[src/hw/asrc_pkg.sv]
package asrc_pkg;

  typedef logic [31:0] asrc_word_t;
  typedef logic [7:0]  asrc_byte_t;

  // Register byte offsets, low address byte only
  localparam asrc_byte_t ASRC_OFF_MODE = 8'h00;
  localparam asrc_byte_t ASRC_OFF_ERR  = 8'h04;
  localparam asrc_byte_t ASRC_OFF_RBUF = 8'h08;
  localparam asrc_byte_t ASRC_OFF_BRC  = 8'h0c;
  localparam asrc_byte_t ASRC_OFF_TXD  = 8'h10;
  localparam asrc_byte_t ASRC_OFF_STAT = 8'h14;

  // Operation mode register fields
  localparam int ASRC_MODE_PWR = 7;
  localparam int ASRC_MODE_TXE = 6;
  localparam int ASRC_MODE_RXE = 5;
  localparam int ASRC_MODE_PSH = 4;
  localparam int ASRC_MODE_PSL = 3;
  localparam int ASRC_MODE_CL  = 2;
  localparam int ASRC_MODE_SL  = 1;
  localparam asrc_byte_t ASRC_MODE_RST = 8'h01;

  // Baud control fields: [7:5] base select, [4:0] divider
  localparam int ASRC_BRC_SEL_LSB = 5;
  localparam asrc_byte_t ASRC_BRC_RST = 8'h1f;

  // Error status and status fields
  localparam int ASRC_ERR_PE = 2;
  localparam int ASRC_ERR_FE = 1;
  localparam int ASRC_ERR_OV = 0;
  localparam int ASRC_STAT_TXBUSY = 0;
  localparam int ASRC_STAT_RXFULL = 1;

  // Read wait states
  localparam logic [1:0] ASRC_RD_WAIT  = 2'h1;
  localparam logic [1:0] ASRC_ERR_WAIT = 2'h2;

  // Frame sizes
  localparam logic [3:0] ASRC_LEN7 = 4'h8;
  localparam logic [3:0] ASRC_LEN8 = 4'h9;
  localparam logic [11:0] ASRC_FRAME_IDLE = 12'hfff;

  typedef enum logic [2:0] {
    ASRC_RX_IDLE,
    ASRC_RX_START,
    ASRC_RX_DATA,
    ASRC_RX_PARITY,
    ASRC_RX_STOP
  } asrc_rx_e;

endpackage

[src/hw/asrc_half_div.sv]
`timescale 1ns/1ps
module asrc_half_div (
  // Clock and reset
  input  wire logic       hclk,
  input  wire logic       hresetn,
  // Control
  input  wire logic       run,
  input  wire logic       restart,
  input  wire logic       base_tick,
  input  wire logic [4:0] divisor,
  // Output
  output logic            half_tick
);
  logic [4:0] cnt_q;
  logic [4:0] last;

  // Divisor zero wraps to a full 32-count
  assign last = divisor - 5'h01;

  // Pulse is combinational so the first half bit is k base ticks, not k plus one
  assign half_tick = run && !restart && base_tick && (cnt_q == last);

  always_ff @(posedge hclk or negedge hresetn) begin
    if (!hresetn) begin
      cnt_q <= 5'h00;
    end else if (!run || restart) begin
      cnt_q <= 5'h00;
    end else if (base_tick) begin
      cnt_q <= (cnt_q == last) ? 5'h00 : cnt_q + 5'h01;
    end
  end
endmodule

[src/hw/asrc_top.sv]
// The AHB-Lite slave port and the register offsets are this design's own decisions.
`timescale 1ns/1ps
// Function
// - Power and receive enabled with line low starts frame reception at once.
// - Transmit and receive enables are resynchronised on the baud base clock.
// - Receiver always works with one stop bit; stop length affects transmit only.
// - Parity error flag follows the current parity mode selection.
// - Framing check looks only at the first stop bit position.
// - While overrun is flagged the next character is discarded.
// - Reading error status inserts two wait cycles.
// - Baud rate is the five-bit divider output divided by two.
module asrc_top (
  // Clock and reset
  input  wire logic                 hclk,
  input  wire logic                 hresetn,
  // AHB-Lite slave
  input  wire logic                 hsel,
  input  asrc_pkg::asrc_word_t      haddr,
  input  wire logic [1:0]           htrans,
  input  wire logic                 hwrite,
  input  wire logic [2:0]           hsize,
  input  asrc_pkg::asrc_word_t      hwdata,
  input  wire logic                 hready,
  output logic                      hreadyout,
  output logic                      hresp,
  output asrc_pkg::asrc_word_t      hrdata,
  // Serial lines
  input  wire logic                 serial_receive_input,
  output logic                      serial_transmit_output
);
  import asrc_pkg::*;

  function automatic logic asrc_hit(input asrc_byte_t a, input asrc_byte_t o);
    asrc_hit = (a == o);
  endfunction

  // Parity bit for a character; mode 01 sends a zero and is never checked
  function automatic logic asrc_par(input logic [1:0] ps, input asrc_byte_t d,
                                    input logic cl);
    logic ones;
    ones = ^{d[7] & cl, d[6:0]};
    case (ps)
      2'h2:    asrc_par = ~ones;
      2'h3:    asrc_par = ones;
      default: asrc_par = 1'b0;
    endcase
  endfunction

  asrc_byte_t  mode_q;
  asrc_byte_t  brc_q;
  asrc_byte_t  rbuf_q;
  logic [2:0]  err_q;
  logic        rfull_q;
  logic        pwr;
  logic        cl;
  logic [1:0]  ps;

  assign pwr = mode_q[ASRC_MODE_PWR];
  assign cl  = mode_q[ASRC_MODE_CL];
  assign ps  = {mode_q[ASRC_MODE_PSH], mode_q[ASRC_MODE_PSL]};

  // Bus slave
  logic        dp_valid_q;
  logic        dp_write_q;
  asrc_byte_t  dp_addr_q;
  logic [1:0]  wait_q;
  asrc_word_t  hrdata_q;
  logic        addr_take;
  logic        rd_last;
  logic        wr_now;
  logic        err_clr;
  logic        rbuf_rd;
  asrc_byte_t  rd_mux;
  logic        tx_busy;

  assign addr_take = hsel && htrans[1] && hready;
  assign hreadyout = (wait_q == 2'h0);
  assign hresp     = 1'b0;
  assign hrdata    = hrdata_q;
  assign rd_last   = dp_valid_q && !dp_write_q && (wait_q == 2'h1);
  assign wr_now    = dp_valid_q && dp_write_q;
  assign err_clr   = rd_last && asrc_hit(dp_addr_q, ASRC_OFF_ERR);
  assign rbuf_rd   = rd_last && asrc_hit(dp_addr_q, ASRC_OFF_RBUF);

  always_ff @(posedge hclk or negedge hresetn) begin
    if (!hresetn) begin
      dp_valid_q <= 1'b0;
      dp_write_q <= 1'b0;
      dp_addr_q  <= 8'h00;
      wait_q     <= 2'h0;
    end else if (addr_take) begin
      dp_valid_q <= 1'b1;
      dp_write_q <= hwrite;
      dp_addr_q  <= haddr[7:0];
      if (hwrite) begin
        wait_q <= 2'h0;
      end else if (asrc_hit(haddr[7:0], ASRC_OFF_ERR)) begin
        wait_q <= ASRC_ERR_WAIT;
      end else begin
        wait_q <= ASRC_RD_WAIT;
      end
    end else begin
      if (hreadyout) begin
        dp_valid_q <= 1'b0;
      end
      if (wait_q != 2'h0) begin
        wait_q <= wait_q - 2'h1;
      end
    end
  end

  always_comb begin
    case (dp_addr_q)
      ASRC_OFF_MODE: rd_mux = mode_q;
      ASRC_OFF_ERR:  rd_mux = {5'h00, err_q};
      ASRC_OFF_RBUF: rd_mux = rbuf_q;
      ASRC_OFF_BRC:  rd_mux = brc_q;
      ASRC_OFF_STAT: rd_mux = {6'h00, rfull_q, tx_busy};
      default:       rd_mux = 8'h00;
    endcase
  end

  always_ff @(posedge hclk or negedge hresetn) begin
    if (!hresetn) begin
      hrdata_q <= 32'h0000_0000;
    end else if (rd_last) begin
      hrdata_q <= {24'h00_0000, rd_mux};
    end
  end

  // Bit zero is stored as written so software sees its own value
  always_ff @(posedge hclk or negedge hresetn) begin
    if (!hresetn) begin
      mode_q <= ASRC_MODE_RST;
      brc_q  <= ASRC_BRC_RST;
    end else if (wr_now) begin
      if (asrc_hit(dp_addr_q, ASRC_OFF_MODE)) begin
        mode_q <= hwdata[7:0];
      end
      if (asrc_hit(dp_addr_q, ASRC_OFF_BRC)) begin
        brc_q <= hwdata[7:0];
      end
    end
  end

  // Base clock prescaler: hclk divided by two to the select
  logic [6:0] pre_q;
  logic [7:0] pre_mask;
  logic       base_tick_q;

  assign pre_mask = (8'h01 << brc_q[7:ASRC_BRC_SEL_LSB]) - 8'h01;

  always_ff @(posedge hclk or negedge hresetn) begin
    if (!hresetn) begin
      pre_q       <= 7'h00;
      base_tick_q <= 1'b0;
    end else if (!pwr) begin
      pre_q       <= 7'h00;
      base_tick_q <= 1'b0;
    end else begin
      pre_q       <= pre_q + 7'h01;
      base_tick_q <= ((pre_q & pre_mask[6:0]) == pre_mask[6:0]);
    end
  end

  // Enables take effect only on a base clock tick
  logic tx_en_s_q;
  logic rx_en_s_q;

  always_ff @(posedge hclk or negedge hresetn) begin
    if (!hresetn) begin
      tx_en_s_q <= 1'b0;
      rx_en_s_q <= 1'b0;
    end else if (!pwr) begin
      tx_en_s_q <= 1'b0;
      rx_en_s_q <= 1'b0;
    end else if (base_tick_q) begin
      tx_en_s_q <= mode_q[ASRC_MODE_TXE];
      rx_en_s_q <= mode_q[ASRC_MODE_RXE];
    end
  end

  // Half-bit dividers: index 0 receive, 1 transmit
  logic [1:0] half_tick;
  logic [1:0] div_restart;
  logic [1:0] div_run;

  assign div_run = {tx_en_s_q, rx_en_s_q};

  for (genvar i = 0; i < 2; i++) begin : g_div
    asrc_half_div u_div (
      .hclk      (hclk),
      .hresetn   (hresetn),
      .run       (div_run[i]),
      .restart   (div_restart[i]),
      .base_tick (base_tick_q),
      .divisor   (brc_q[4:0]),
      .half_tick (half_tick[i])
    );
  end

  // Receiver
  asrc_rx_e    rx_state_q;
  logic        rx_phase_q;
  logic [3:0]  rx_cnt_q;
  asrc_byte_t  rx_sh_q;
  logic        rx_par_q;
  logic        rx_samp;
  logic        rx_go;
  logic        rx_done;
  asrc_byte_t  rx_data;

  assign rx_go   = (rx_state_q == ASRC_RX_IDLE) && rx_en_s_q && !serial_receive_input;
  assign rx_samp = half_tick[0] && rx_phase_q;
  assign rx_done = (rx_state_q == ASRC_RX_STOP) && rx_samp;
  assign rx_data = cl ? rx_sh_q : {1'b0, rx_sh_q[7:1]};
  assign div_restart[0] = rx_go;

  always_ff @(posedge hclk or negedge hresetn) begin
    if (!hresetn) begin
      rx_state_q <= ASRC_RX_IDLE;
      rx_phase_q <= 1'b0;
      rx_cnt_q   <= 4'h0;
      rx_sh_q    <= 8'h00;
      rx_par_q   <= 1'b0;
    end else if (!rx_en_s_q) begin
      rx_state_q <= ASRC_RX_IDLE;
      rx_phase_q <= 1'b0;
    end else begin
      // First half tick lands mid start bit, then every second one
      if (rx_go) begin
        rx_phase_q <= 1'b1;
      end else if (half_tick[0]) begin
        rx_phase_q <= !rx_phase_q;
      end
      case (rx_state_q)
        ASRC_RX_IDLE: begin
          if (rx_go) begin
            rx_state_q <= ASRC_RX_START;
          end
        end
        ASRC_RX_START: begin
          if (rx_samp) begin
            rx_cnt_q   <= 4'h0;
            rx_state_q <= serial_receive_input ? ASRC_RX_IDLE : ASRC_RX_DATA;
          end
        end
        ASRC_RX_DATA: begin
          if (rx_samp) begin
            rx_sh_q  <= {serial_receive_input, rx_sh_q[7:1]};
            rx_cnt_q <= rx_cnt_q + 4'h1;
            if (rx_cnt_q == (cl ? 4'h7 : 4'h6)) begin
              rx_state_q <= (ps != 2'h0) ? ASRC_RX_PARITY : ASRC_RX_STOP;
            end
          end
        end
        ASRC_RX_PARITY: begin
          if (rx_samp) begin
            rx_par_q   <= serial_receive_input;
            rx_state_q <= ASRC_RX_STOP;
          end
        end
        ASRC_RX_STOP: begin
          if (rx_samp) begin
            rx_state_q <= ASRC_RX_IDLE;
          end
        end
        default: rx_state_q <= ASRC_RX_IDLE;
      endcase
    end
  end

  // Error flags and receive buffer; a new event beats a clearing read
  logic pe_ev;
  logic fe_ev;
  logic ov_ev;
  logic discard;

  assign pe_ev   = rx_done && mode_q[ASRC_MODE_PSH] &&
                   (rx_par_q != asrc_par(ps, rx_data, cl));
  assign fe_ev   = rx_done && !serial_receive_input;
  assign ov_ev   = rx_done && rfull_q && !rbuf_rd;
  assign discard = ov_ev || err_q[ASRC_ERR_OV];

  always_ff @(posedge hclk or negedge hresetn) begin
    if (!hresetn) begin
      err_q <= 3'h0;
    end else begin
      err_q[ASRC_ERR_PE] <= pe_ev || (err_q[ASRC_ERR_PE] && !err_clr);
      err_q[ASRC_ERR_FE] <= fe_ev || (err_q[ASRC_ERR_FE] && !err_clr);
      err_q[ASRC_ERR_OV] <= ov_ev || (err_q[ASRC_ERR_OV] && !err_clr);
    end
  end

  always_ff @(posedge hclk or negedge hresetn) begin
    if (!hresetn) begin
      rbuf_q  <= 8'h00;
      rfull_q <= 1'b0;
    end else if (rx_done && !discard) begin
      rbuf_q  <= rx_data;
      rfull_q <= 1'b1;
    end else if (rbuf_rd) begin
      rfull_q <= 1'b0;
    end
  end

  // Transmitter
  logic [11:0] tx_sh_q;
  logic [3:0]  tx_left_q;
  logic        tx_phase_q;
  logic [11:0] tx_frame;
  logic [3:0]  tx_pos;
  logic [3:0]  tx_len;
  logic        tx_load;
  logic        tx_shift;

  assign tx_busy  = (tx_left_q != 4'h0);
  assign tx_load  = wr_now && asrc_hit(dp_addr_q, ASRC_OFF_TXD) && tx_en_s_q && !tx_busy;
  assign tx_shift = half_tick[1] && tx_phase_q && tx_busy;
  assign div_restart[1] = tx_load;

  always_comb begin
    tx_frame    = ASRC_FRAME_IDLE;
    tx_frame[0] = 1'b0;
    tx_pos      = cl ? ASRC_LEN8 : ASRC_LEN7;
    for (int i = 0; i < 8; i++) begin
      if (i < 7 || cl) begin
        tx_frame[i + 1] = hwdata[i];
      end
    end
    if (ps != 2'h0) begin
      tx_frame[tx_pos] = asrc_par(ps, hwdata[7:0], cl);
    end
    tx_len = tx_pos + {3'h0, ps != 2'h0} + (mode_q[ASRC_MODE_SL] ? 4'h2 : 4'h1);
  end

  always_ff @(posedge hclk or negedge hresetn) begin
    if (!hresetn) begin
      tx_sh_q                <= ASRC_FRAME_IDLE;
      tx_left_q              <= 4'h0;
      tx_phase_q             <= 1'b0;
      serial_transmit_output <= 1'b1;
    end else if (!tx_en_s_q) begin
      tx_sh_q                <= ASRC_FRAME_IDLE;
      tx_left_q              <= 4'h0;
      tx_phase_q             <= 1'b0;
      serial_transmit_output <= 1'b1;
    end else if (tx_load) begin
      tx_sh_q                <= tx_frame;
      tx_left_q              <= tx_len;
      tx_phase_q             <= 1'b0;
      serial_transmit_output <= 1'b0;
    end else if (half_tick[1]) begin
      tx_phase_q <= !tx_phase_q;
      if (tx_shift) begin
        tx_sh_q                <= {1'b1, tx_sh_q[11:1]};
        tx_left_q              <= tx_left_q - 4'h1;
        serial_transmit_output <= tx_sh_q[1];
      end
    end
  end

  // Helper: cycles between two bit shifts when base clock equals hclk
  logic [6:0] gap_q;
  logic       gap_ok_q;
  logic [6:0] bit_cyc;

  assign bit_cyc = {1'b0, (brc_q[4:0] == 5'h00), brc_q[4:0]} << 1;

  always_ff @(posedge hclk or negedge hresetn) begin
    if (!hresetn) begin
      gap_q    <= 7'h00;
      gap_ok_q <= 1'b0;
    end else begin
      gap_q    <= tx_shift ? 7'h00 : gap_q + 7'h01;
      gap_ok_q <= tx_shift ? !wr_now : (gap_ok_q && !wr_now && tx_en_s_q);
    end
  end

  en_sync_a: assert property (
    @(posedge hclk) disable iff (!hresetn)
    (rx_en_s_q != $past(rx_en_s_q)) |-> ($past(base_tick_q) || !$past(pwr)))
    else $error("receive enable changed off a base tick");

  rx_start_a: assert property (
    @(posedge hclk) disable iff (!hresetn)
    rx_go |=> (rx_state_q == ASRC_RX_START))
    else $error("low line with receive enabled did not start a frame");

  one_stop_a: assert property (
    @(posedge hclk) disable iff (!hresetn)
    (rx_done && rx_en_s_q) |=> (rx_state_q == ASRC_RX_IDLE))
    else $error("receiver waited beyond one stop bit");

  stop_check_a: assert property (
    @(posedge hclk) disable iff (!hresetn)
    (rx_done && !serial_receive_input) |=> err_q[ASRC_ERR_FE])
    else $error("low first stop bit not flagged");

  par_mode_a: assert property (
    @(posedge hclk) disable iff (!hresetn)
    $rose(err_q[ASRC_ERR_PE]) |-> $past(mode_q[ASRC_MODE_PSH] && rx_done))
    else $error("parity error set with checking off");

  ovr_keep_a: assert property (
    @(posedge hclk) disable iff (!hresetn)
    (rx_done && err_q[ASRC_ERR_OV])
    |=> $stable(rbuf_q) && (rfull_q == $past(rfull_q && !rbuf_rd)))
    else $error("character stored during overrun");

  err_wait_a: assert property (
    @(posedge hclk) disable iff (!hresetn)
    (addr_take && !hwrite && asrc_hit(haddr[7:0], ASRC_OFF_ERR))
    |=> !hreadyout ##1 !hreadyout ##1 hreadyout)
    else $error("error status read without its wait cycle");

  ovr_set_a: assert property (
    @(posedge hclk) disable iff (!hresetn)
    (rx_done && rfull_q && !rbuf_rd) |=> err_q[ASRC_ERR_OV] && $stable(rbuf_q))
    else $error("unread buffer overwritten without overrun");

  bit_time_a: assert property (
    @(posedge hclk) disable iff (!hresetn)
    (tx_shift && gap_ok_q && brc_q[7:5] == 3'h0) |-> (gap_q == bit_cyc - 7'h01))
    else $error("bit time is not twice the divider count");

endmodule

[config.mk]
export PLATFORM = sky130hd
export DESIGN_NAME = asrc_top
export DESIGN_NICKNAME = d
export VERILOG_FILES = /design/src/hw/asrc_pkg.sv /design/src/hw/asrc_half_div.sv /design/src/hw/asrc_top.sv
export SDC_FILE = /design/constraint.sdc
export NUM_CORES = 1
export LEC_CHECK = 0
export ABC_AREA = 1
export BUFFER_PORTS_ARGS = -buffer_cell sky130_fd_sc_hd__buf_2
export CAP_MARGIN = 10
export CELL_PAD_IN_SITES_DETAIL_PLACEMENT = 1
export CELL_PAD_IN_SITES_GLOBAL_PLACEMENT = 1
export CORE_UTILIZATION = 40
export CTS_BUF_LIST = sky130_fd_sc_hd__clkbuf_4 sky130_fd_sc_hd__clkbuf_8
export CTS_CLUSTER_DIAMETER = 150
export CTS_CLUSTER_SIZE = 14
export DETAILED_ROUTE_END_ITERATION = 6
export PLACE_DENSITY = 0.86
export SETUP_SLACK_MARGIN = 0.02
export SLEW_MARGIN = 5
export SYNTH_ARGS = -nofsm -noshare
export SYNTH_HDL_FRONTEND = slang
export SYNTH_SLANG_ARGS = --single-unit
[constraint.sdc]
create_clock -name hclk -period 3.63 [get_ports hclk]
set_clock_uncertainty 0.15 [all_clocks]
set_input_delay 0.726 -clock hclk [delete_from_list [all_inputs] [get_ports hclk]]
set_output_delay 0.726 -clock hclk [all_outputs]
set_load 0.05 [all_outputs]
==> flow_metrics.env <==
export IMPL_outcome="completed"
export IMPL_ff2ff_setup_slack_ps=870
export IMPL_use_met2=0.352
export IMPL_synth_top_cell_by_area="dfrtp_1"
export IMPL_r2r_cells=12
export IMPL_grt_use_met1=0.296
export IMPL_antenna_found_initial=0
export IMPL_hold_violations=0
export IMPL_worst_pin_slew_ps=834
export IMPL_via_per_inst=5.02
export IMPL_startpoint="brc_q[0]$_DFFE_PN1P_"
export IMPL_crit_path_start_kind="flip-flop"
export IMPL_firstDrtPassIters=4
export IMPL_synth_compound_area_frac=0.122
export IMPL_synth_edf_count=0
export IMPL_syn_inst=780
export IMPL_rows=43
export IMPL_synth_area_mux_share=0
export IMPL_fp_dieArea_sq_mm=0.0149
export IMPL_grt_max_degree=64
export IMPL_regArea_sq_mm=0.00252
export IMPL_num_io_pins=110
export IMPL_grt_pass1_vias=5131
export IMPL_period_share=0.762
export IMPL_netlist_area_leader_share=0.365
export IMPL_start_util=0.412
export IMPL_clk_pin_slew_ps=100
export IMPL_drv_cap=0
export IMPL_setup_tns_ps=0
export IMPL_p_per_area_mw_per_mm2=542
export IMPL_die_h_um=122
export IMPL_min_period_ps=2760
export IMPL_cts_tree="yes"
export IMPL_synth_fa_ha_area_frac=0.0230
export IMPL_cts_buffers=9
export IMPL_wirelength_um=14500
export IMPL_htree_levels=3
export IMPL_synth_most_common_cell="nand2_1"
export IMPL_final_area_sq_mm=0.00618
export IMPL_diodes=0
export IMPL_synth_warning_count=0
export IMPL_crit_path_end_kind="flip-flop"
export IMPL_synthTopCellsByCount="nand2_1 (268), inv_1 (89), dfrtp_1 (84), o21ai_0 (65), nand3_1 (57)"
export IMPL_busiest_layer="met2"
export IMPL_path_class="flip-flop to flip-flop"
export IMPL_ys_ff_latch=100
export IMPL_synth_xor_area_share=0.0228
export IMPL_cts_root_buf="clkbuf_8"
export IMPL_netlist_cell_type_count=43
export IMPL_crit_end="tx_left_q[2]$_DFFE_PN0P_"
export IMPL_r2r_start="brc_q[0]$_DFFE_PN1P_"
export IMPL_arrival_ps=2890
export IMPL_gp_congestion=0.823
export IMPL_port_buffers=32
export IMPL_syn_avg_cell_area_sq_um=7.39
export IMPL_drc_errors=0
export IMPL_cp_max_fo=14
export IMPL_die_w_um=122
export IMPL_leakage_nw=3.23
export IMPL_timing_fmax_ghz=0.362
export IMPL_hp_class="primary input to async pin"
export IMPL_grt_overflow=0
export IMPL_multi_input_area_sq_mm=0.00272
export IMPL_dpl_hpwl_um=11100
export IMPL_wire_per_inst_um=14.6
export IMPL_synth_top_family_by_area="simple AND/OR/NAND/NOR gates"
export IMPL_synthSimpleGateAreaFrac=0.287
export IMPL_coreArea_sq_mm=0.0140
export IMPL_synthFlopType="dfrtp_1"
export IMPL_syn_area_sq_mm=0.00576
export IMPL_ant_nets=0
export IMPL_grt_total_usage=0.220
export IMPL_r2r_end="tx_left_q[2]$_DFFE_PN0P_"
export IMPL_setup_viol=0
export IMPL_hold_worst_slack_ps=289
export IMPL_nNetsFinal=895
export IMPL_ys_seq_area_frac=0.438
export IMPL_drt_iter0_markers=248
export IMPL_worstSkewPairLatency_ps=390
export IMPL_grt_use_met3=0.0449
export IMPL_maxSlewViolCount=0
export IMPL_cts_hold_buf=0
export IMPL_ir_drop_mv=0.204
export IMPL_synth_area_top_cells="dfrtp_1 (36%), nand2_1 (17%), dfstp_2 (7.3%)"
export IMPL_drive_gt1_frac=0.119
export IMPL_post_cts_buffers=0
export IMPL_rsz0062_at_grt="false"
export IMPL_required_ps=3760
export IMPL_vias=4990
export IMPL_place_area_sq_mm=0.00601
export IMPL_grt_pass1_wl_um=25400
export IMPL_cts_sinks=100
export IMPL_clockBufferDepth=2
export IMPL_max_slew_margin_rel=0.444
export IMPL_postCtsResizedCells=0
export IMPL_area_growth_pct=7.18
export IMPL_fill_cells=1815
export IMPL_synthArstFlopShare=1.00
==> cell usage in the layout (no fill, tap or decap), types with 2 or more instances in the layout <==
master	count
nor2_1	45
dfrtp_1	84
clkinv_2	4
clkinvlp_4	2
buf_2	31
inv_2	4
conb_1	25
o21ai_0	65
a31oi_1	4
clkbuf_8	9
buf_4	3
nand2_2	5
nor2_2	5
dfstp_2	16
a21oi_1	25
nor4_1	3
nand3_1	57
nand4_1	5
inv_1	89
xor2_1	10
o21ai_2	10
nand3b_1	2
nor3_1	3
o211ai_1	2
ha_1	9
o22ai_1	8
xnor2_1	5
nand2_1	268
==> worst min-delay path by stage <==
stage / startpoint / end / slack (ps) / cells past startpoint
6_report: hresetn / hrdata[5]$_DFFE_PN0P_ / 290 / 1
5_1_grt: hresetn / dp_addr_q[1]$_DFFE_PN0P_ / 340 / 1
4_1_cts: hresetn / dp_addr_q[1]$_DFFE_PN0P_ / 300 / 1
3_5_place_dp: tx_sh_q[2]$_DFFE_PN1P_ / tx_sh_q[2]$_DFFE_PN1P_ / 310 / 2
3_3_place_gp: tx_sh_q[0]$_DFFE_PN1P_ / tx_sh_q[0]$_DFFE_PN1P_ / 300 / 2
2_1_floorplan: hresetn / base_tick_q$_DFF_PN0_ / 280 / 0
==> sequential cells by signal (all words and copies together) (netlist names), 2 cells and up <==
name / cells
mode_q: 8
hrdata: 8
wait_q: 2
tx_sh_q: 10
err_q: 3
dp_addr_q: 8
rx_state_q: 3
pre_q: 7
g_div.u_div.cnt_q: 10
tx_left_q: 4
rx_cnt_q: 4
brc_q: 8
rbuf_q: 8
rx_sh_q: 8
==> layer usage <==
metal	part of all wire	wire [um]
met1	0.48	7000
met2	0.47	6830
met3	0.030	441
met4	0.019	274
met5	0	0
==> logic make-up after synthesis <==
family	count (synthesis)
AO/OA/AOI/OAI	123
XOR/XNOR	15
adder cells (fa/ha/maj)	10
buffers and inverters	133
flip-flops	100
other	1
AND/OR/NAND/NOR	398
==> cell type report <==
| class | instances | area share |
|---|---|---|
| Clock buffer | 9 | 0.0200 |
| Clock inverter | 7 | 0.00709 |
| Inverter | 93 | 0.0565 |
| Multi-Input combinational cell | 571 | 0.440 |
| Sequential cell | 100 | 0.408 |
| Tap cell | 180 | 0.0365 |
| Timing Repair Buffer | 35 | 0.0320 |
==> power breakdown <==
part | switching [mW] | internal [mW]
Clock | 0.412 | 0.246
Sequential | 0.199 | 1.34
Combinational | 0.807 | 0.344
==> critical path: stages (launching register included) <==
cell	delay (ps)
dfstp_2	620
inv_2	80
ha_1	360
xor2_1	160
nand2_1	70
nor2_1	100
nand3_1	90
nor2_1	190
nand3_1	150
nand2_2	240
nand2_2	250
nand2_1	110
nand2_1	60
==> per-stage QoR <==
step	setup WS, ps	total power [mW]	utilization	cells
6_report	865	3.35	0.442	995
5_1_grt	587	3.62	0.442	995
2_1_floorplan	1430	2.39	-	804
3_3_place_gp	929	2.66	0.430	979
3_5_place_dp	872	2.71	0.430	979
4_1_cts	846	3.39	0.442	995
Note: power is estimated with default switching activity, not from simulation.
